==> src/lsd_map.vh <==
// Constants for the LED sink serial and mode control block
`ifndef LSD_MAP_VH
`define LSD_MAP_VH
`define LSD_NCH        16
`define LSD_CFG_W      8
`define LSD_CFG_RST    8'hff
`define LSD_CFG_CM     0
`define LSD_CFG_HC     1
`define LSD_CFG_MANT_H 7
`define LSD_CFG_MANT_L 2
`define LSD_MS_W       3
`define LSD_MS_IDLE    3'h0
`define LSD_MS_HIGH1   3'h1
`define LSD_MS_LOW     3'h2
`define LSD_MS_SW1     3'h3
`define LSD_MS_SW2     3'h4
`define LSD_LOWCNT_W   2
`define LSD_LOW_SWAP   2'h2
`define LSD_LOW_LOAD   2'h3
`define LSD_STAT_OK    16'hffff
`endif

==> src/lsd_ctrl.v <==
// Serial shift, latches, mode switch and error readout of the LED sink driver
//
// How it works
// - Normal mode shifts serial_in each edge; oldest bit leaves on serial_out.
// - Normal mode: output latch follows shift register while latch_strobe high.
// - Sinks follow output latch while output_enable_n low, all off otherwise.
// - Enable pattern 101 on edges starts a two-period mode switch phase.
// - Fourth edge: latch_strobe high selects Special, low selects Normal.
// - Latch strobe latches nothing between third and fifth switch edges.
// - Shifting continues during switching; short enable pulse still drives sinks.
// - Power-up mode is Normal.
// - Entering Normal mode clears all channel error status; sinks are off on that edge, so no fault is kept.
// - Special mode with enable high shifts exactly like Normal mode.
// - After second low sample, shift source becomes parallel status code.
// - Third and later low samples parallel-load status, ignoring serial_in.
// - Enable high ends detection, disables sinks, restores serial source.
// - Special mode: latch_strobe writes configuration latch, not output latch.
// - Configuration kept until rewritten; controller avoids latching status.
// - Config bit0 multiplier, bit1 exponent, bits2-7 mantissa; 15:8 ignored.
// - Mantissa bit0 is most significant; gain from exponent and mantissa.
// - Multiplier set gives ratio 15, clear gives ratio 5.
// - Power-up configuration is all eight bits one.
// - Status one for healthy enabled channel, zero otherwise, sticky overtemp.
`timescale 1ns/100ps
`include "lsd_map.vh"
`default_nettype none
module lsd_ctrl (
   input  wire        sys_clk,
   input  wire        arst_n,
   input  wire        serial_in,
   input  wire        latch_strobe,
   input  wire        output_enable_n,
   input  wire [15:0] fault_now,
   output wire        serial_out,
   output wire [15:0] sink_drive,
   output wire        special_mode,
   output wire        current_multiplier,
   output wire        gain_exponent,
   output wire [5:0]  gain_mantissa,
   output wire [7:0]  current_gain_config
);
   reg              rst_m_r;
   reg              rst_r;
   wire             sdi_s;
   wire             le_s;
   wire             oen_s;
   reg  [15:0]      shift_r;
   reg  [15:0]      shift_nxt;
   reg  [15:0]      out_latch_r;
   reg  [15:0]      out_latch_nxt;
   reg  [7:0]       cfg_r;
   reg  [7:0]       cfg_nxt;
   reg              special_r;
   reg              special_nxt;
   reg  [2:0]       ms_r;
   reg  [2:0]       ms_nxt;
   reg              oen_d_r;
   reg  [1:0]       low_cnt_r;
   reg  [1:0]       low_cnt_nxt;
   reg  [15:0]      sink_r;
   reg              err_clear;
   wire [15:0]      status;
   wire             le_blocked;

   // Saturating count of consecutive low samples
   function [1:0] sat_inc;
      input [1:0] v;
      begin
         sat_inc = (v == `LSD_LOW_LOAD) ? v : v + 2'h1;
      end
   endfunction

   // Reset release through two flops
   always @(posedge sys_clk or negedge arst_n) begin
      if (!arst_n) begin
         rst_m_r <= 1'b0;
         rst_r   <= 1'b0;
      end else begin
         rst_m_r <= 1'b1;
         rst_r   <= rst_m_r;
      end
   end

   // Pin synchronisers
   lsd_sync #(.RST_VAL(1'b0)) u_sdi (
      .sys_clk (sys_clk),
      .rst_n   (rst_r),
      .d       (serial_in),
      .q       (sdi_s)
   );
   lsd_sync #(.RST_VAL(1'b0)) u_le (
      .sys_clk (sys_clk),
      .rst_n   (rst_r),
      .d       (latch_strobe),
      .q       (le_s)
   );
   lsd_sync #(.RST_VAL(1'b1)) u_oen (
      .sys_clk (sys_clk),
      .rst_n   (rst_r),
      .d       (output_enable_n),
      .q       (oen_s)
   );

   // Sticky channel error status
   lsd_err_status u_err (
      .sys_clk   (sys_clk),
      .rst_n     (rst_r),
      .clear     (err_clear),
      .sink_on   (sink_r),
      .fault_now (fault_now),
      .status    (status)
   );

   assign le_blocked = (ms_nxt == `LSD_MS_SW1) || (ms_r == `LSD_MS_SW1) ||
                       (ms_r == `LSD_MS_SW2);

   // Mode switch detector
   always @* begin
      ms_nxt      = `LSD_MS_IDLE;
      special_nxt = special_r;
      err_clear   = 1'b0;
      case (ms_r)
         `LSD_MS_IDLE: begin
            if (oen_s) begin
               ms_nxt = `LSD_MS_HIGH1;
            end
         end
         `LSD_MS_HIGH1: begin
            if (!oen_s) begin
               ms_nxt = `LSD_MS_LOW;
            end else begin
               ms_nxt = `LSD_MS_HIGH1;
            end
         end
         `LSD_MS_LOW: begin
            if (oen_s) begin
               ms_nxt = `LSD_MS_SW1;
            end else begin
               ms_nxt = `LSD_MS_IDLE;
            end
         end
         `LSD_MS_SW1: begin
            ms_nxt      = `LSD_MS_SW2;
            special_nxt = le_s;
            err_clear   = !le_s;
         end
         `LSD_MS_SW2: begin
            ms_nxt = oen_s ? `LSD_MS_HIGH1 : `LSD_MS_IDLE;
         end
         default: begin
            ms_nxt = `LSD_MS_IDLE;
         end
      endcase
   end

   // Shift source, latches and low-sample counter
   always @* begin
      shift_nxt     = {shift_r[14:0], sdi_s};
      out_latch_nxt = out_latch_r;
      cfg_nxt       = cfg_r;
      low_cnt_nxt   = 2'h0;
      if (special_r && !oen_s) begin
         low_cnt_nxt = sat_inc(low_cnt_r);
         if (low_cnt_r >= `LSD_LOW_SWAP) begin
            shift_nxt = status;
         end
      end
      if (le_s && !le_blocked) begin
         if (special_r) begin
            cfg_nxt = shift_nxt[7:0];
         end else begin
            out_latch_nxt = shift_nxt;
         end
      end
   end

   // State registers
   always @(posedge sys_clk or negedge rst_r) begin
      if (!rst_r) begin
         shift_r     <= 16'h0000;
         out_latch_r <= 16'h0000;
         cfg_r       <= `LSD_CFG_RST;
         special_r   <= 1'b0;
         ms_r        <= `LSD_MS_IDLE;
         oen_d_r     <= 1'b1;
         low_cnt_r   <= 2'h0;
         sink_r      <= 16'h0000;
      end else begin
         shift_r     <= shift_nxt;
         out_latch_r <= out_latch_nxt;
         cfg_r       <= cfg_nxt;
         special_r   <= special_nxt;
         ms_r        <= ms_nxt;
         oen_d_r     <= oen_s;
         low_cnt_r   <= low_cnt_nxt;
         // Sinks gated by enable, pulse included
         sink_r      <= oen_s ? 16'h0000 : out_latch_nxt;
      end
   end

   assign serial_out          = shift_r[`LSD_NCH-1];
   assign sink_drive          = sink_r;
   assign special_mode        = special_r;
   assign current_gain_config = cfg_r;
   // Multiplier bit picks ratio 15 or 5
   assign current_multiplier  = cfg_r[`LSD_CFG_CM];
   assign gain_exponent       = cfg_r[`LSD_CFG_HC];
   // Mantissa bit0 in config bit2, most significant
   assign gain_mantissa       = cfg_r[`LSD_CFG_MANT_H:`LSD_CFG_MANT_L];
endmodule
`default_nettype wire

==> src/lsd_sync.v <==
// Two-flop synchroniser for pin inputs
`timescale 1ns/100ps
`default_nettype none
module lsd_sync #(
   parameter RST_VAL = 1'b0
) (
   input  wire sys_clk,
   input  wire rst_n,
   input  wire d,
   output wire q
);
   reg meta_r;
   reg q_r;

   // First flop feeds only the second
   always @(posedge sys_clk or negedge rst_n) begin
      if (!rst_n) begin
         meta_r <= RST_VAL;
         q_r    <= RST_VAL;
      end else begin
         meta_r <= d;
         q_r    <= meta_r;
      end
   end

   assign q = q_r;
endmodule
`default_nettype wire

==> src/lsd_err_status.v <==
// Per-channel sticky error status registers
`timescale 1ns/100ps
`include "lsd_map.vh"
`default_nettype none
module lsd_err_status (
   input  wire        sys_clk,
   input  wire        rst_n,
   input  wire        clear,
   input  wire [15:0] sink_on,
   input  wire [15:0] fault_now,
   output wire [15:0] status
);
   reg [15:0] stick_r;

   // Faults stick until the Normal-mode clear; a new fault beats the clear
   always @(posedge sys_clk or negedge rst_n) begin
      if (!rst_n) begin
         stick_r <= 16'h0000;
      end else if (clear) begin
         stick_r <= sink_on & fault_now;
      end else begin
         stick_r <= stick_r | (sink_on & fault_now);
      end
   end

   assign status = sink_on & ~fault_now & ~stick_r;
endmodule
`default_nettype wire

==> config.mk <==
export PLATFORM = sky130hd
export DESIGN_NAME = lsd_ctrl
export DESIGN_NICKNAME = d
export VERILOG_FILES = /design/src/lsd_ctrl.v /design/src/lsd_sync.v /design/src/lsd_err_status.v
export VERILOG_INCLUDE_DIRS = /design/src /design/src/src
export SDC_FILE = /design/constraint.sdc
export NUM_CORES = 1
export LEC_CHECK = 0
export ABC_AREA = 1
export BUFFER_PORTS_ARGS = -buffer_cell sky130_fd_sc_hd__buf_2
export CAP_MARGIN = 10
export CORE_UTILIZATION = 45
export CTS_BUF_LIST = sky130_fd_sc_hd__clkbuf_16
export CTS_CLUSTER_SIZE = 24
export DETAILED_ROUTE_END_ITERATION = 8
export HOLD_SLACK_MARGIN = 0.15
export PLACE_DENSITY = 0.66
export SLEW_MARGIN = 20
export SYNTH_ARGS = -nofsm -noshare
export SYNTH_HDL_FRONTEND = slang
export SYNTH_SLANG_ARGS = --single-unit
==> constraint.sdc <==
create_clock -name sys_clk -period 6.8 [get_ports sys_clk]
set_input_delay 0 -clock sys_clk [delete_from_list [all_inputs] [get_ports sys_clk]]
set_output_delay 0 -clock sys_clk [all_outputs]
set_load 0.01 [all_outputs]
==> impl_metrics.env <==
export IMPL_clock_path_buffers=2
export IMPL_insertion_delay_ns=0.34
export IMPL_arrival_ns=2.03
export IMPL_io_buffer_count=54
export IMPL_grt_max_degree=85
export IMPL_hold_class="input pin to flop"
export IMPL_dieArea_um2=8310
export IMPL_synth_edff_count=0
export IMPL_via_count=2662
export IMPL_yosysTopAreaCell="dfrtp_1"
export IMPL_rsz0062_at_grt="false"
export IMPL_min_path_cells=2
export IMPL_total_power_mw=1.68
export IMPL_globalRoute_totalOverflow=0
export IMPL_hold_violations=0
export IMPL_rrSetupSlack_ns=4.97
export IMPL_grt_pass1_wl_um=11700
export IMPL_maxCapViolCount=0
export IMPL_hpwlAfterDp_um=4200
export IMPL_ys_seq_area_share_pct=60.5
export IMPL_n_antenna_cell=0
export IMPL_fp_coreArea_um2=7730
export IMPL_powerDensity_nw_per_um2=385
export IMPL_clk_pin_slew_ns=0.06
export IMPL_tightest_slew_ns=0.662
export IMPL_post_cts_resized=0
export IMPL_tns_ns=0
export IMPL_p_leak_nw=2.32
export IMPL_synth_area_um2=3580
export IMPL_viasPerCell=4.50
export IMPL_ant_nets=0
export IMPL_fin_crit_ns=1.83
export IMPL_filler_cell_count=717
export IMPL_final_util_pct=56.3
export IMPL_synthCells=415
export IMPL_remaining_drc_errors=0
export IMPL_skew_ns=0.00745
export IMPL_ys_top_cells_by_count="nand2_1, dfrtp_1, inv_1"
export IMPL_synth_most_common_cell="nand2_1"
export IMPL_drt_first_pass_iters=4
export IMPL_drive_gt1_share_pct=18.0
export IMPL_period_share_pct=26.9
export IMPL_wl_per_cell_um=11.6
export IMPL_routabilityCongestion=0.729
export IMPL_max_slew_margin_rel_pct=55.8
export IMPL_irDropWorstVdd_mv=0.189
export IMPL_status="complete, no violations"
export IMPL_grtUsageTotal_pct=18.4
export IMPL_dieWidth_um=91.2
export IMPL_setup_worst_path_start_class="flop"
export IMPL_wirelength_um=6870
export IMPL_end_kind="flop"
export IMPL_synth_top_area_share_pct=53.1
export IMPL_initial_core_util_pct=46.3
export IMPL_syn_num_nets=438
export IMPL_post_cts_setup_buffers=0
export IMPL_cts_buffers_inserted=9
export IMPL_synthFlopType="dfrtp_1"
export IMPL_htree_levels=3
export IMPL_r2r_cells=7
export IMPL_grt_pass1_vias=2514
export IMPL_die_h_um=91.2
export IMPL_ioPinCount=55
export IMPL_cts_root_buf="clkbuf_16"
export IMPL_cp_max_fo=20
export IMPL_area_delta_synth_final_pct=21.6
export IMPL_cts_tree="built"
export IMPL_ys_warn_count=0
export IMPL_nets=507
export IMPL_synth_area_leaders="dfrtp_1, nand2_1, dfstp_2"
export IMPL_cp_required_ns=7.00
export IMPL_antenna_found_initial=0
export IMPL_num_rows=32
export IMPL_synthArstFlopShare_pct=100
export IMPL_slew_violations=0
export IMPL_fmax_mhz=546
export IMPL_synth_cell_types=24
export IMPL_worst_setup_path_type="flop to flop"
export IMPL_synth_seq_cells=86
export IMPL_cts_sinks=86
export IMPL_setup_violations=0
export IMPL_drtIter0Drc=200
export IMPL_synth_area_per_cell_um2=8.62
[per-layer routing]
layer  global-route usage (%)  up-vias  part of all wire, %
li1                         -     1357                    -
met1                     24.0     1245                   49
met2                     29.8       48                   45
met3                     3.77       12                  3.5
met4                     8.60        0                  1.9
met5                        0        -                    0
[power by group]
group | total [mW] | internal [mW] | switching [mW]
Sequential | 0.790 | 0.699 | 0.0908
Combinational | 0.455 | 0.173 | 0.282
Clock | 0.430 | 0.241 | 0.189
Total | 1.68 | 1.11 | 0.562
[worst max-delay path: stages (launching register included)]
cell	delay, ns
dfstp_2	0.81
nor2_2	0.10
nand2_2	0.29
nand2_1	0.10
nand2_1	0.14
nand3_1	0.09
nand2_1	0.11
nor2_1	0.05
[stage by stage]
step                      std cells  worst slack (ns)  area (um^2)  hold slack (ns)
after global routing            591              4.77         4350            0.302
after detailed placement        553              4.97         3860           -0.213
after CTS                       590              4.94         4330            0.287
after floorplan                 415              4.24         3580           -0.296
after global placement          553              4.99         3860           -0.215
final                           591              4.97         4350            0.301
[area by class of cell]
| class | count | area, um^2 | share of cell area, % |
|---|---|---|---|
| Tap cell | 102 | 128 | 2.93 |
| Multi-Input combinational cell | 238 | 1020 | 23.5 |
| Timing Repair Buffer | 76 | 500 | 11.5 |
| Clock buffer | 9 | 225 | 5.17 |
| Sequential cell | 86 | 2170 | 49.8 |
| Clock inverter | 7 | 33.8 | 0.776 |
| Inverter | 73 | 274 | 6.29 |
[state kept, by name (all words and copies together) (netlist names), 2 cells and up]
name	count
low_cnt_r	2
ms_r	3
sink_drive	16
shift_r	16
current_gain_config	8
out_latch_r	16
u_err.stick_r	16
[kinds of logic after synthesis]
| logic type | synth area share [%] |
|---|---|
| compound gates | 4.41 |
| fa+ha+maj | 0.699 |
| buf+inv | 10.9 |
| flops | 60.5 |
| other cells | 0.105 |
| simple gates | 23.4 |
[worst paths after layout]
path / start / end
setup / recovery: u_oen.q / sink_drive[5]
hold / removal: latch_strobe / u_le.meta_r
setup reg to reg: u_oen.q / sink_drive[5]
hold reg to reg: rst_r / low_cnt_r[0]
max in group asynchronous: rst_r / current_gain_config[6]
min in group asynchronous: rst_r / low_cnt_r[0]
[cell usage in the layout (no fill, tap or decap)]
cell type / synthesis / routed
nand2_1: 142 / 142
dfrtp_1: 76 / 75
inv_1: 70 / 72
buf_2: 3 / 54
nor2_1: 36 / 36
dlygate4sd3_1: 0 / 21
o21ai_0: 20 / 20
nand3_1: 17 / 17
dfstp_2: 10 / 10
clkbuf_16: 0 / 9
o21ai_1: 8 / 8
clkinv_1: 1 / 4
nand2_2: 4 / 4
inv_2: 2 / 2
a21oi_1: 2 / 2
ha_1: 2 / 2
clkinvlp_4: 0 / 2
nand3_2: 1 / 1
nor2_4: 1 / 1
nor2_2: 1 / 1
nor2_8: 1 / 1
nand2_4: 1 / 1
a211oi_1: 1 / 1
buf_12: 0 / 1
conb_1: 1 / 1
dfrtp_4: 0 / 1
[repair_timing]
action,4_1_cts,5_1_grt
hold endpoints to repair,45,0
setup endpoints to repair,0,0
hold buffers,21,0
Note: power is estimated with default switching activity, not from simulation.
